`config.mk`:
```
export PLATFORM = sky130hd
export DESIGN_NAME = amsw_status_word
export DESIGN_NICKNAME = d
export VERILOG_FILES = /design/src/hdl/amsw_pkg.sv /design/src/hdl/amsw_cause_flag.sv /design/src/hdl/amsw_soft_limit.sv /design/src/hdl/amsw_status_word.sv
export VERILOG_INCLUDE_DIRS = /design/src /design/src/hdl
export SDC_FILE = /design/constraint.sdc
export NUM_CORES = 1
export LEC_CHECK = 0
export BUFFER_PORTS_ARGS = -buffer_cell sky130_fd_sc_hd__buf_2
export CORE_MARGIN = 4
export CORE_UTILIZATION = 40
export CTS_BUF_LIST = sky130_fd_sc_hd__clkbuf_8
export CTS_CLUSTER_SIZE = 24
export DETAILED_ROUTE_END_ITERATION = 10
export GPL_ROUTABILITY_DRIVEN = 0
export PLACE_DENSITY = 0.72
export SYNTH_ARGS = -nofsm -noshare
export SYNTH_HDL_FRONTEND = slang
export SYNTH_HIERARCHICAL = 1
export SYNTH_SLANG_ARGS = --single-unit
export TNS_END_PERCENT = 30
```
`constraint.sdc`:
```
create_clock -name clock -period 5.9 [get_ports clock]
set_input_delay 1.18 -clock clock [delete_from_list [all_inputs] [get_ports clock]]
set_output_delay 1.18 -clock clock [all_outputs]
set_load 0.05 [all_outputs]
```
`src/hdl/amsw_params.svh`:
```
// Constants of the per-axis main status word block
// Function
// (RULE1) Bit 0 set by start, cleared by stop
// (RULE2) Bit 1 is the inverted busy pin
// (RULE3) Bit 2 stop interrupt, zero when disabled
// (RULE4) Mode 0: stop flag clears after read
// (RULE5) Mode 1: only clear command clears it; the code also clears it when stopIrqEnable is low
// (RULE6) Bit 3 set by stop, cleared by start
// (RULE7) Bit 4 pending until error causes clear
// (RULE8) Bit 5 pending until event causes clear
// (RULE9) Bits 7:6 carry the sequence number
// (RULE10) Bits 9:8 carry general comparator results
// (RULE11) Bit 10: selected counter above compare three
// (RULE12) Counter selectable; maximum compare holds bit low
// (RULE13) Bit 11: selected counter below compare four
// (RULE14) Bit 12 always reads zero
// (RULE15) Word snapshot taken at axis select end
`ifndef AMSW_PARAMS_SVH
`define AMSW_PARAMS_SVH

// Field widths
`define AMSW_WORD_WIDTH       16
`define AMSW_COUNT_WIDTH      32
`define AMSW_CAUSE_WIDTH      32
`define AMSW_SEQ_WIDTH        2
`define AMSW_SEL_WIDTH        2
`define AMSW_CAUSE_COUNT      2

// Bit positions of the status word
`define AMSW_BIT_START        0
`define AMSW_BIT_MOVING       1
`define AMSW_BIT_STOP_IRQ     2
`define AMSW_BIT_STOPPED      3
`define AMSW_BIT_ERROR_IRQ    4
`define AMSW_BIT_EVENT_IRQ    5
`define AMSW_BIT_SEQ_LO       6
`define AMSW_BIT_SEQ_HI       7
`define AMSW_BIT_CMP_A        8
`define AMSW_BIT_CMP_B        9
`define AMSW_BIT_POS_LIMIT    10
`define AMSW_BIT_NEG_LIMIT    11
`define AMSW_BIT_UNDEF_LO     12
`define AMSW_BIT_OFF_TARGET   13
`define AMSW_BIT_PREREG       14
`define AMSW_BIT_UNDEF_HI     15

// Cause slots in the pending flag array
`define AMSW_CAUSE_ERROR      0
`define AMSW_CAUSE_EVENT      1

// Reset values and fixed values
`define AMSW_WORD_RESET       16'h0000
`define AMSW_COUNT_RESET      32'h0000_0000
`define AMSW_CAUSE_RESET      32'h0000_0000
`define AMSW_COUNT_MAX        32'h7FFF_FFFF

// Longest time, in reference clocks, for the stop flag to clear
`define AMSW_CLEAR_MAX_CYCLES 3

`endif

```
`src/hdl/amsw_pkg.sv`:
```
// Types shared by the main status word block
`include "amsw_params.svh"

package amsw_pkg;

	// Status word and counter types
	typedef logic [`AMSW_WORD_WIDTH-1:0]         amsw_word_t;
	typedef logic signed [`AMSW_COUNT_WIDTH-1:0] amsw_count_t;
	typedef logic [`AMSW_CAUSE_WIDTH-1:0]        amsw_cause_t;
	typedef logic [`AMSW_SEQ_WIDTH-1:0]          amsw_seq_t;

	// Counter watched by the software limits
	typedef enum logic [`AMSW_SEL_WIDTH-1:0]
	{
		AMSW_SEL_COMMAND    = 2'h0,
		AMSW_SEL_MECHANICAL = 2'h1,
		AMSW_SEL_DEVIATION  = 2'h2,
		AMSW_SEL_GENERAL    = 2'h3
	} amsw_limit_sel_t;

endpackage

```
`src/hdl/amsw_cause_flag.sv`:
```
// Pending flag that follows a cause register
`timescale 1ns/10ps
`include "amsw_params.svh"

module amsw_cause_flag
(
	// Clock and reset
	input  wire logic                clock,
	input  wire logic                rst,
	// Cause register bits
	input  wire amsw_pkg::amsw_cause_t cause,
	// Pending flag
	output logic                     pending
);

	amsw_pkg::amsw_cause_t causePrev_reg;
	amsw_pkg::amsw_cause_t causePrev_next;
	logic                  pending_reg;
	logic                  pending_next;
	logic                  newCause;
	logic                  allCleared;

	// A bit going high sets the flag; all bits back to zero clear it
	always_comb
	begin
		newCause       = |(cause & ~causePrev_reg);
		allCleared     = (|causePrev_reg) && !(|cause);
		causePrev_next = cause;
		pending_next   = pending_reg;
		if (newCause)
			pending_next = 1'b1;
		else if (allCleared)
			pending_next = 1'b0;
	end

	// Register the cause history and the flag
	always_ff @(posedge clock)
	begin
		if (rst)
		begin
			causePrev_reg <= `AMSW_CAUSE_RESET;
			pending_reg   <= 1'b0;
		end
		else
		begin
			causePrev_reg <= causePrev_next;
			pending_reg   <= pending_next;
		end
	end

	assign pending = pending_reg;

	// Flag drops one cycle after the last cause bit falls
	cause_clear_a: assert property (@(posedge clock) disable iff (rst) // RULE7 RULE8
		(|causePrev_reg) && !(|cause) |=> !pending_reg)
		else $error("pending flag stayed set after causes cleared");

	// Flag rises one cycle after any cause bit rises
	cause_set_a: assert property (@(posedge clock) disable iff (rst) // RULE7 RULE8
		(|(cause & ~causePrev_reg)) |=> pending_reg)
		else $error("pending flag missed a new cause");

endmodule

```
`src/hdl/amsw_soft_limit.sv`:
```
// Positive and negative software-limit comparators
`timescale 1ns/10ps
`include "amsw_params.svh"

module amsw_soft_limit
(
	// Clock and reset
	input  wire logic                      clock,
	input  wire logic                      rst,
	// Counter choice and counters
	input  wire amsw_pkg::amsw_limit_sel_t select,
	input  wire amsw_pkg::amsw_count_t     counterCommand,
	input  wire amsw_pkg::amsw_count_t     counterMechanical,
	input  wire amsw_pkg::amsw_count_t     counterDeviation,
	input  wire amsw_pkg::amsw_count_t     counterGeneral,
	// Compare values
	input  wire amsw_pkg::amsw_count_t     compareValueThree,
	input  wire amsw_pkg::amsw_count_t     compareValueFour,
	// Comparison results
	output logic                           positiveOver,
	output logic                           negativeUnder
);

	amsw_pkg::amsw_count_t watched;
	logic                  positive_reg;
	logic                  positive_next;
	logic                  negative_reg;
	logic                  negative_next;

	// Pick the counter both limits watch
	always_comb
	begin
		unique case (select) // RULE12
			amsw_pkg::AMSW_SEL_COMMAND:    watched = counterCommand;
			amsw_pkg::AMSW_SEL_MECHANICAL: watched = counterMechanical;
			amsw_pkg::AMSW_SEL_DEVIATION:  watched = counterDeviation;
			amsw_pkg::AMSW_SEL_GENERAL:    watched = counterGeneral;
		endcase
		positive_next = watched > compareValueThree; // RULE11
		negative_next = watched < compareValueFour;  // RULE13
	end

	// Register the comparisons
	always_ff @(posedge clock)
	begin
		if (rst)
		begin
			positive_reg <= 1'b0;
			negative_reg <= 1'b0;
		end
		else
		begin
			positive_reg <= positive_next;
			negative_reg <= negative_next;
		end
	end

	assign positiveOver  = positive_reg;
	assign negativeUnder = negative_reg;

	// Maximum compare value holds the positive result low
	limit_hold_a: assert property (@(posedge clock) disable iff (rst) // RULE12
		compareValueThree == `AMSW_COUNT_MAX |=> !positive_reg)
		else $error("positive limit set with maximum compare value");

	// Negative result equals the strict less-than of the watched counter
	neg_limit_a: assert property (@(posedge clock) disable iff (rst) // RULE13
		1'b1 |=> negative_reg == ($past(watched) < $past(compareValueFour)))
		else $error("negative limit result wrong");

endmodule

```
`src/hdl/amsw_status_word.sv`:
```
// Per-axis main status word with host snapshot
`timescale 1ns/10ps
`include "amsw_params.svh"

module amsw_status_word
(
	// Clock and reset
	input  wire logic                      clock,
	input  wire logic                      rst,
	// Axis sequencer events, one-cycle pulses
	input  wire logic                      startCmdWritten,
	input  wire logic                      operationStopped,
	input  wire logic                      stopIrqEvent,
	input  wire logic                      stopIrqClearCmd,
	// Configuration settings
	input  wire logic                      stopIrqEnable,
	input  wire logic                      statusClearMode,
	input  wire amsw_pkg::amsw_seq_t       sequenceNumberSetting,
	input  wire amsw_pkg::amsw_limit_sel_t softLimitCounterSelect,
	// Axis state levels
	input  wire logic                      busyPinN,
	input  wire logic                      comparatorAMet,
	input  wire logic                      comparatorBMet,
	input  wire logic                      offTargetStop,
	input  wire logic                      preregisterFull,
	// Cause registers
	input  wire amsw_pkg::amsw_cause_t     errorCauseReg,
	input  wire amsw_pkg::amsw_cause_t     eventCauseReg,
	// Counters and software-limit compare values
	input  wire amsw_pkg::amsw_count_t     counterCommand,
	input  wire amsw_pkg::amsw_count_t     counterMechanical,
	input  wire amsw_pkg::amsw_count_t     counterDeviation,
	input  wire amsw_pkg::amsw_count_t     counterGeneral,
	input  wire amsw_pkg::amsw_count_t     compareValueThree,
	input  wire amsw_pkg::amsw_count_t     compareValueFour,
	// Host port strobes
	input  wire logic                      axisSelectDone,
	input  wire logic                      statusReadDone,
	// Status word presented to the host port
	output amsw_pkg::amsw_word_t           mainStatusWord
);

	// Bound for the stop flag clear, in reference clocks
	localparam int CLEAR_MAX = `AMSW_CLEAR_MAX_CYCLES;

	// Operation flags
	logic                  startWritten_reg;
	logic                  startWritten_next;
	logic                  stopped_reg;
	logic                  stopped_next;
	logic                  stopIrq_reg;
	logic                  stopIrq_next;

	// Snapshot of the word
	amsw_pkg::amsw_word_t  snapshot_reg;
	amsw_pkg::amsw_word_t  snapshot_next;
	amsw_pkg::amsw_word_t  liveWord;

	// Derived status
	amsw_pkg::amsw_cause_t causeSet [`AMSW_CAUSE_COUNT];
	logic [`AMSW_CAUSE_COUNT-1:0] causePending;
	logic                  positiveOver;
	logic                  negativeUnder;
	logic                  readClear;
	logic                  cmdClear;

	// Cause registers gathered for the pending flags
	assign causeSet[`AMSW_CAUSE_ERROR] = errorCauseReg;
	assign causeSet[`AMSW_CAUSE_EVENT] = eventCauseReg;

	// One pending flag per cause register
	genvar g;
	generate
		for (g = 0; g < `AMSW_CAUSE_COUNT; g++)
		begin : causeFlags
			amsw_cause_flag causeFlag
			(
				.clock   (clock),
				.rst     (rst),
				.cause   (causeSet[g]),
				.pending (causePending[g])
			);
		end
	endgenerate

	// Software-limit comparators on the selected counter
	amsw_soft_limit softLimit
	(
		.clock             (clock),
		.rst               (rst),
		.select            (softLimitCounterSelect),
		.counterCommand    (counterCommand),
		.counterMechanical (counterMechanical),
		.counterDeviation  (counterDeviation),
		.counterGeneral    (counterGeneral),
		.compareValueThree (compareValueThree),
		.compareValueFour  (compareValueFour),
		.positiveOver      (positiveOver),
		.negativeUnder     (negativeUnder)
	);

	// Start, stopped and stop-interrupt flags
	always_comb
	begin
		startWritten_next = startWritten_reg;
		stopped_next      = stopped_reg;
		stopIrq_next      = stopIrq_reg;
		// Clear on read only what the host actually saw in its snapshot
		readClear = statusReadDone && !statusClearMode && snapshot_reg[`AMSW_BIT_STOP_IRQ]; // RULE4
		cmdClear  = stopIrqClearCmd && statusClearMode; // RULE5
		// Start history: a start in the stop cycle still counts
		if (operationStopped)
			startWritten_next = 1'b0;
		if (startCmdWritten)
			startWritten_next = 1'b1; // RULE1
		// Stopped flag: the stop event wins over a simultaneous start
		if (startCmdWritten)
			stopped_next = 1'b0;
		if (operationStopped)
			stopped_next = 1'b1; // RULE6
		// Stop interrupt: set wins over either clear
		if (readClear || cmdClear)
			stopIrq_next = 1'b0;
		if (stopIrqEvent)
			stopIrq_next = 1'b1;
		if (!stopIrqEnable)
			stopIrq_next = 1'b0; // RULE3
	end

	// Register the operation flags
	always_ff @(posedge clock)
	begin
		if (rst)
		begin
			startWritten_reg <= 1'b0;
			stopped_reg      <= 1'b0;
			stopIrq_reg      <= 1'b0;
		end
		else
		begin
			startWritten_reg <= startWritten_next;
			stopped_reg      <= stopped_next;
			stopIrq_reg      <= stopIrq_next;
		end
	end

	// Assemble the live word from flags and axis state
	always_comb
	begin
		liveWord                         = `AMSW_WORD_RESET;
		liveWord[`AMSW_BIT_START]        = startWritten_reg;                 // RULE1
		liveWord[`AMSW_BIT_MOVING]       = !busyPinN;                        // RULE2
		liveWord[`AMSW_BIT_STOP_IRQ]     = stopIrq_reg && stopIrqEnable;     // RULE3
		liveWord[`AMSW_BIT_STOPPED]      = stopped_reg;                      // RULE6
		liveWord[`AMSW_BIT_ERROR_IRQ]    = causePending[`AMSW_CAUSE_ERROR];  // RULE7
		liveWord[`AMSW_BIT_EVENT_IRQ]    = causePending[`AMSW_CAUSE_EVENT];  // RULE8
		liveWord[`AMSW_BIT_SEQ_HI:`AMSW_BIT_SEQ_LO] = sequenceNumberSetting; // RULE9
		liveWord[`AMSW_BIT_CMP_A]        = comparatorAMet;                   // RULE10
		liveWord[`AMSW_BIT_CMP_B]        = comparatorBMet;                   // RULE10
		liveWord[`AMSW_BIT_POS_LIMIT]    = positiveOver;                     // RULE11
		liveWord[`AMSW_BIT_NEG_LIMIT]    = negativeUnder;                    // RULE13
		liveWord[`AMSW_BIT_UNDEF_LO]     = 1'b0;                             // RULE14
		liveWord[`AMSW_BIT_OFF_TARGET]   = offTargetStop;
		liveWord[`AMSW_BIT_PREREG]       = preregisterFull;
		liveWord[`AMSW_BIT_UNDEF_HI]     = 1'b0;
	end

	// Hold the word steady while the host shifts it out
	always_comb
	begin
		snapshot_next = snapshot_reg;
		if (axisSelectDone)
			snapshot_next = liveWord; // RULE15
	end

	// Register the snapshot
	always_ff @(posedge clock)
	begin
		if (rst)
			snapshot_reg <= `AMSW_WORD_RESET;
		else
			snapshot_reg <= snapshot_next;
	end

	assign mainStatusWord = snapshot_reg;

	// Start sets the start history flag
	start_flag_a: assert property (@(posedge clock) disable iff (rst) // RULE1
		startCmdWritten |=> startWritten_reg)
		else $error("start history bit not set after start");

	// A lone stop clears the start history flag
	start_clear_a: assert property (@(posedge clock) disable iff (rst) // RULE1
		operationStopped && !startCmdWritten |=> !startWritten_reg)
		else $error("start history bit kept after stop");

	// Moving bit is the inverse of the busy pin at snapshot time
	moving_mirror_a: assert property (@(posedge clock) disable iff (rst) // RULE2
		axisSelectDone |=> mainStatusWord[`AMSW_BIT_MOVING] == !$past(busyPinN))
		else $error("moving bit does not mirror busy pin");

	// Disabled stop interrupt reads zero
	stop_irq_gate_a: assert property (@(posedge clock) disable iff (rst) // RULE3
		!stopIrqEnable && axisSelectDone |=> !mainStatusWord[`AMSW_BIT_STOP_IRQ])
		else $error("stop interrupt bit set while disabled");

	// Enabled stop event sets the flag, even against a clear
	stop_irq_set_a: assert property (@(posedge clock) disable iff (rst) // RULE3
		stopIrqEvent && stopIrqEnable
		|=> stopIrq_reg)
		else $error("stop interrupt not reported");

	// Mode 0: read of a set flag clears it in time
	read_clear_a: assert property (@(posedge clock) disable iff (rst) // RULE4
		statusReadDone && !statusClearMode && snapshot_reg[`AMSW_BIT_STOP_IRQ]
		&& !stopIrqEvent |-> ##[1:CLEAR_MAX] !stopIrq_reg)
		else $error("stop flag not cleared after read");

	// Mode 1: clear command clears it in time
	cmd_clear_a: assert property (@(posedge clock) disable iff (rst) // RULE5
		stopIrqClearCmd && statusClearMode && !stopIrqEvent
		|-> ##[1:CLEAR_MAX] !stopIrq_reg)
		else $error("stop flag not cleared by clear command");

	// Mode 1: a read alone leaves the flag set
	read_keep_a: assert property (@(posedge clock) disable iff (rst) // RULE5
		statusClearMode && stopIrq_reg && stopIrqEnable && !stopIrqClearCmd
		|=> stopIrq_reg)
		else $error("stop flag lost without clear command");

	// Stopped flag follows stop and start
	stopped_flag_a: assert property (@(posedge clock) disable iff (rst) // RULE6
		(operationStopped |=> stopped_reg)
		and (startCmdWritten && !operationStopped |=> !stopped_reg))
		else $error("stopped flag wrong after stop or start");

	// Sequence number is sampled into the snapshot
	seq_field_a: assert property (@(posedge clock) disable iff (rst) // RULE9
		axisSelectDone |=> mainStatusWord[`AMSW_BIT_SEQ_HI:`AMSW_BIT_SEQ_LO]
		== $past(sequenceNumberSetting))
		else $error("sequence field differs from setting");

	// General comparator results copied into the snapshot
	cmp_copy_a: assert property (@(posedge clock) disable iff (rst) // RULE10
		axisSelectDone |=> mainStatusWord[`AMSW_BIT_CMP_A] == $past(comparatorAMet)
		&& mainStatusWord[`AMSW_BIT_CMP_B] == $past(comparatorBMet))
		else $error("comparator bits differ from inputs");

	// Positive limit reported from the comparator
	pos_limit_a: assert property (@(posedge clock) disable iff (rst) // RULE11
		axisSelectDone |=> mainStatusWord[`AMSW_BIT_POS_LIMIT] == $past(positiveOver))
		else $error("positive limit bit wrong");

	// Undefined bits always read zero
	undef_zero_a: assert property (@(posedge clock) disable iff (rst) // RULE14
		!mainStatusWord[`AMSW_BIT_UNDEF_LO] && !mainStatusWord[`AMSW_BIT_UNDEF_HI])
		else $error("undefined status bit reads one");

	// Snapshot holds between axis-select strobes
	snapshot_hold_a: assert property (@(posedge clock) disable iff (rst) // RULE15
		!axisSelectDone |=> $stable(mainStatusWord))
		else $error("status word changed during read");

	// Snapshot takes the whole live word at the select strobe
	snapshot_take_a: assert property (@(posedge clock) disable iff (rst) // RULE15
		axisSelectDone |=> mainStatusWord == $past(liveWord))
		else $error("snapshot differs from live word");

	// Error and event pending flags land in bits 4 and 5
	cause_word_a: assert property (@(posedge clock) disable iff (rst) // RULE7 RULE8
		axisSelectDone |=> mainStatusWord[`AMSW_BIT_EVENT_IRQ:`AMSW_BIT_ERROR_IRQ] == $past(causePending))
		else $error("pending bits differ from cause flags");

	// Negative limit reported from the comparator
	neg_word_a: assert property (@(posedge clock) disable iff (rst) // RULE13
		axisSelectDone |=> mainStatusWord[`AMSW_BIT_NEG_LIMIT] == $past(negativeUnder))
		else $error("negative limit bit wrong");

	// Start history flag reaches the snapshot
	start_word_a: assert property (@(posedge clock) disable iff (rst) // RULE1
		axisSelectDone |=> mainStatusWord[`AMSW_BIT_START] == $past(startWritten_reg))
		else $error("start history bit differs from flag");

	// Stopped flag reaches the snapshot
	stopped_word_a: assert property (@(posedge clock) disable iff (rst) // RULE6
		axisSelectDone |=> mainStatusWord[`AMSW_BIT_STOPPED] == $past(stopped_reg))
		else $error("stopped bit differs from flag");

	// Set and enabled stop flag reaches the snapshot
	stop_word_a: assert property (@(posedge clock) disable iff (rst) // RULE3
		axisSelectDone && stopIrq_reg && stopIrqEnable
		|=> mainStatusWord[`AMSW_BIT_STOP_IRQ])
		else $error("stop interrupt bit missing from snapshot");

	// Disabled stop interrupt also empties the internal flag
	enable_force_a: assert property (@(posedge clock) disable iff (rst) // RULE3
		!stopIrqEnable
		|=> !stopIrq_reg)
		else $error("stop flag kept while disabled");

	// Mode 0: the flag stays set until the host reads it
	clear_keep_a: assert property (@(posedge clock) disable iff (rst) // RULE4
		!statusClearMode && stopIrq_reg && stopIrqEnable && !statusReadDone
		|=> stopIrq_reg)
		else $error("stop flag lost without a read");

endmodule

```
==> impl_metrics.tcl, run 1 <==
set metrics [dict create \
    status "completed" \
    overflow 0 \
    cts_max_level 3 \
    cts_buffer_depth 2 \
    io_buffers 288 \
    end_kind "flip-flop" \
    largest_register_ffs 64 \
    syn_to_final_growth_pct 31.1 \
    cts_root_buf "clkbuf_8" \
    grt_usage_pct 21.6 \
    p_sw_mw 0.431 \
    die_y_um 126 \
    fmax_ghz 0.244 \
    io_pins 291 \
    worst_slack_ns 1.80 \
    finalWirelength_um 17700 \
    ir_worst_vdd_uv 85.8 \
    tightest_slew_ns 0.751 \
    async_flop_share_pct 0 \
    p_seq_share_pct 45.1 \
    synth_flop_cell "dfxtp_1" \
    crit_chain "buf_2 > buf_4 > mux4_2 > ha_1 > nand4_1 > nor4_1 > nand2_1 > nor2_1 > a211oi_2 > mux2_1" \
    max_slew_margin_pct 49.9 \
    ys_seq_elements 85 \
    final-hold-violation-count 0 \
    p_sw_share_pct 31.1 \
    diodes 0 \
    skew_ns 0.0124 \
    setup_viol 0 \
    dp_cells 1067 \
    layout-drive-gt1-share_pct 37.6 \
    avgSynthCellArea_um2 8.94 \
    antenna_found_initial 1 \
    start_util_pct 41.4 \
    core.rowCount 42 \
    clk_pin_slew_ns 0.08 \
    vias_per_cell 5.09 \
    clkLatencyLatePin_ns 0.36 \
    combPwrFrac_pct 30.0 \
    cp-start-kind "input port" \
    ant_nets 0 \
    slowest_delay_ns 0.57 \
    drt_iter0_markers 304 \
    cp_slowest_cell "mux4_2" \
    wl_per_cell_um 16.3 \
    synth_top_area_share_pct 30.7 \
    coreArea_um2 13400 \
    synthTopCellsByArea "dfxtp_1 (31%), ha_1 (14%), mux4_2 (13%)" \
    cts_setup_buffers 0 \
    synth-simple-area-share_pct 17.6 \
    cp.required_ns 6.14 \
    pre_cts_ws_ns 1.36 \
    synth_area_um2 5540 \
    tns_ns 0 \
    synth_compound_area_share_pct 11.3 \
    hp-class "flip-flop to flip-flop" \
    grt_busiest_layer "met2" \
    grt_pass1_vias 5673 \
    cts_tree "yes" \
    grt_max_degree 59 \
    post-route-period-util_pct 69.5 \
    num_vias 5505 \
    synth_edf_count 0 \
    first_pass_iters 5 \
    yosys.cell_types.count 48 \
    numCtsBuffers 9 \
    dp_hpwl_um 15300 \
    slew_viol_final 0 \
    intPower_mw 0.957 \
    power_mw 1.39 \
    muxShareOfSynthArea_pct 15.5 \
    nets 1240 \
    grt_pass1_wl_um 27700 \
    drc 0 \
    pwr-share-clk_pct 25.0 \
    die_area_um2 15800 \
    clkSinkCount 85 \
    arrival_ns 4.34 \
    ys_seq_area_share_pct 30.7 \
    synth_top_family_by_area "simple AND/OR/NAND/NOR gates" \
    stdcell_count 1082 \
    synth_adder_area_share_pct 14.2 \
    met1_usage_pct 25.4 \
    p_leak_nw 3.81 \
    syn_inst 620 \
    rsz0062_at_grt "no" \
    yosysWarnings 6 \
    crit_type "input port to flip-flop" \
    ctsResizeCount 0 \
    cts_hold_buf 0 \
    met3_usage_pct 4.91 \
    fin_crit_ns 4.10 \
    met2_usage_pct 39.6 \
    cp_max_fo 21 \
    fillers 1286 \
    drv_cap 0 \
    yosysTopAreaCell "dfxtp_1" \
    synth_xor_area_share_pct 0 \
    power_density_nw_per_um2 191 \
    die-width_um 126 \
]
[cell families after synthesis]
group           count (synthesis)
mux                            46
compound gates                 92
other cells                     1
simple gates                  187
buf+inv                       146
flops                          85
fa+ha+maj                      63
[final cells by class]
cell class	count	area, µm²	share of cell area, %
multi-input combinational	390	3260	44.8
sequential	85	1700	23.4
timing repair buffer	290	1460	20.0
inverter	126	473	6.51
tap	176	220	3.03
clock buffer	9	124	1.70
clock inverter	6	33.8	0.465
[power by group through the flow]
| stage | registers, mW | clock network, mW | logic [mW] |
|---|---|---|---|
| after detailed placement | 0.639 | 0 | 0.415 |
| after CTS | 0.626 | 0.356 | 0.417 |
| after global routing | 0.629 | 0.377 | 0.464 |
| after global placement | 0.638 | 0 | 0.408 |
| after floorplan | 0.652 | 0 | 0.234 |
| final | 0.626 | 0.346 | 0.416 |
[final timing paths]
path	from	to	slack, ns	cells past startpoint
worst min-delay path	stopped_reg	stopped_reg	0.48	2
worst min register to register	stopped_reg	stopped_reg	0.48	2
worst max register to register	causeFlags[0].causeFlag/causePrev_reg[17]	causeFlags[0].causeFlag/pending	4.53	5
worst max-delay path	softLimitCounterSelect[1]	softLimit/negativeUnder	1.80	10
[routing by layer]
| layer | up-vias | share of wire (%) |
|---|---|---|
| li1 | 2760 | - |
| met3 | 30 | 7.5 |
| met1 | 2467 | 40 |
| met4 | 2 | 1.6 |
| met5 | - | 0.073 |
| met2 | 246 | 51 |
[cell usage in the layout, fill, tap and decap left out, drive strengths merged, types with 7 or more instances in the layout]
cell and count:
a221o 8, o22ai 16, dfxtp 85, nand4 19, mux2i 13, mux4 32
nor2b 32, o21ai 11, clkbuf 9, buf 290, ha 63, nand3 7
nand2 17, nor2 63, nor4 37, a21oi 25, a211oi 7, inv 128
[Yosys cell counts (3+ instances only)]
| library cell | count |
|---|---|
| a21oi_1 | 24 |
| a221o_1 | 8 |
| nor3_1 | 4 |
| nor4_1 | 37 |
| nand4_1 | 19 |
| nor2_1 | 63 |
| a211oi_1 | 6 |
| o22ai_1 | 16 |
| a21o_1 | 3 |
| dfxtp_1 | 85 |
| inv_1 | 124 |
| o21ai_0 | 11 |
| clkbuf_1 | 10 |
| nor2b_1 | 32 |
| ha_1 | 63 |
| o221ai_1 | 4 |
| nand2_1 | 17 |
| mux4_2 | 32 |
| o31ai_1 | 3 |
| a221oi_1 | 3 |
| nand2b_1 | 3 |
| buf_2 | 5 |
| nand3_1 | 6 |
| mux2i_1 | 13 |
[per-stage QoR]
step                      hold WS [ns]  util (%)  cell area [µm²]
after floorplan                  0.440         -             5550
after global placement           0.468      53.1             7110
after detailed placement         0.476      53.1             7110
after CTS                        0.486      54.2             7270
after global routing             0.504      54.2             7270
final                            0.482      54.2             7270
[critical path: cells and delay by family]
family	cells	cell delay, ns
compound gates	1	0.09
buf+inv	2	0.92
fa+ha+maj	1	0.36
mux	2	0.90
simple gates	4	0.89
Note: power is estimated with default switching activity, not from simulation.
==> run 2: changes to the inputs <==
==> constraint.sdc (replaced) <==
create_clock -name clock -period 4.2 [get_ports clock]
set_input_delay 0.84 -clock clock [delete_from_list [all_inputs] [get_ports clock]]
set_output_delay 0.84 -clock clock [all_outputs]
set_load 0.05 [all_outputs]
==> impl_metrics.tcl, run 2 (same netlist as run 1, synthesis figures left out) <==
set metrics [dict create \
    status "completed" \
    dpl_cell_area_um2 7150 \
    fin_crit_ns 3.40 \
    cts_root_buf "clkbuf_8" \
    drv_cap 0 \
    numCtsBuffers 9 \
    grt_max_degree 36 \
    cts_tree "yes" \
    layout-drive-gt1-share_pct 38.1 \
    cp-startpoint "softLimitCounterSelect[1]" \
    setup_viol 0 \
    cp-start-kind "input port" \
    start_util_pct 41.4 \
    ctsResizeCount 0 \
    rrSetupSlack_ns 2.85 \
    power_mw 2.08 \
    first_pass_iters 4 \
    whs_path_depth 2 \
    slew_viol_final 0 \
    end_kind "flip-flop" \
    final_area_um2 7370 \
    overflow 0 \
    tightest_slew_ns 0.590 \
    die_y_um 126 \
    drc 0 \
    io_pins 291 \
    ir_worst_vdd_uv 171 \
    grt_pass1_wl_um 27600 \
    finalWirelength_um 17600 \
    cp_max_fo 23 \
    fmax_ghz 0.294 \
    crit_type "input port to flip-flop" \
    antenna_found_initial 1 \
    worst_slack_ns 0.798 \
    hp-class "flip-flop to flip-flop" \
    final-hold-violation-count 0 \
    fillers 1283 \
    cts_buffer_depth 2 \
    hold_slack_ns 0.477 \
    final_cell_mix "buf_2 (288), inv_1 (125), dfxtp_1 (85), nor2_1 (63), ha_1 (63)" \
    clkLatencyLatePin_ns 0.35 \
    cp.required_ns 4.47 \
    rsz0062_at_grt "no" \
    wl_per_cell_um 16.2 \
    cp-endpoint "softLimit/positiveOver" \
    syn_to_final_growth_pct 33.0 \
    max_slew_margin_pct 60.3 \
    clkSinkCount 85 \
    coreArea_um2 13400 \
    power_density_nw_per_um2 282 \
    clk_pin_slew_ns 0.08 \
    io_buffers 288 \
    grt_pass1_vias 5749 \
    tns_ns 0 \
    cts_hold_buf 0 \
    dp_hpwl_um 15400 \
    mostFrequentLayoutCell "buf_2" \
    nets 1244 \
    p_leak_nw 3.87 \
    ant_nets 0 \
    die_area_um2 15800 \
    cts_setup_buffers 0 \
    reg2reg_to "causeFlags[1].causeFlag/pending" \
    pre_cts_ws_ns 0.434 \
    num_vias 5496 \
    largest_register_ffs 64 \
    grt_usage_pct 21.5 \
    cts_max_level 3 \
    post-route-period-util_pct 81.0 \
    arrival_ns 3.68 \
    die-width_um 126 \
    r2r_cells 5 \
    skew_ns 0.0113 \
    drt_iter0_markers 305 \
    vias_per_cell 5.05 \
    core.rowCount 42 \
    reg2reg_from "causeFlags[1].causeFlag/causePrev_reg[0]" \
]
==> run 2: worst min-delay path by stage <==
| stage | from | to | slack, ns |
|---|---|---|---|
| final | stopped_reg | stopped_reg | 0.48 |
| after global routing | stopIrq_reg | mainStatusWord[2] | 0.51 |
| after CTS | stopped_reg | stopped_reg | 0.48 |
| after detailed placement | stopped_reg | stopped_reg | 0.47 |
| after global placement | stopped_reg | stopped_reg | 0.47 |
| after floorplan | softLimit/positiveOver | mainStatusWord[10] | 0.44 |
==> run 2: cell type report <==
class	instances	area [µm²]	share of cell area, %
antenna	2	5.00	0.0679
clock inverter	7	91.3	1.24
multi-input combinational	390	3260	44.2
sequential	85	1700	23.1
inverter	126	473	6.41
clock buffer	9	124	1.68
timing repair buffer	294	1500	20.3
tap	176	220	2.99
==> run 2: per-stage QoR <==
step	std cells	utilization, %
global placement	1071	53.4
detailed placement	1071	53.4
global route	1088	55.0
floorplan	621	-
finish	1089	55.0
CTS	1087	55.0
==> run 2: metal layers <==
layer	global-route usage [%]	up-vias	part of all wire, %	wire length (µm)
met5	0	-	0	0
met4	7.57	0	2.5	446
met2	39.3	219	51	8980
met3	3.94	26	6.9	1210
met1	25.3	2479	40	6970
li1	-	2772	-	-
==> run 2: where the power goes <==
part	total [mW]	internal (mW)	switching [mW]	leakage, nW
Clock	0.616	0.333	0.284	0.114
Combinational	0.588	0.289	0.298	3.04
Sequential	0.877	0.853	0.0249	0.707
Total	2.08	1.47	0.607	3.87
==> run 2: critical path: stages <==
cell       delay, ns
buf_2           0.30
buf_12          0.26
mux4_2          0.55
ha_1            0.30
nor2b_1         0.13
o211ai_1        0.14
a2111oi_0       0.12
a211o_1         0.29
a2111oi_1       0.48
mux2i_1         0.25
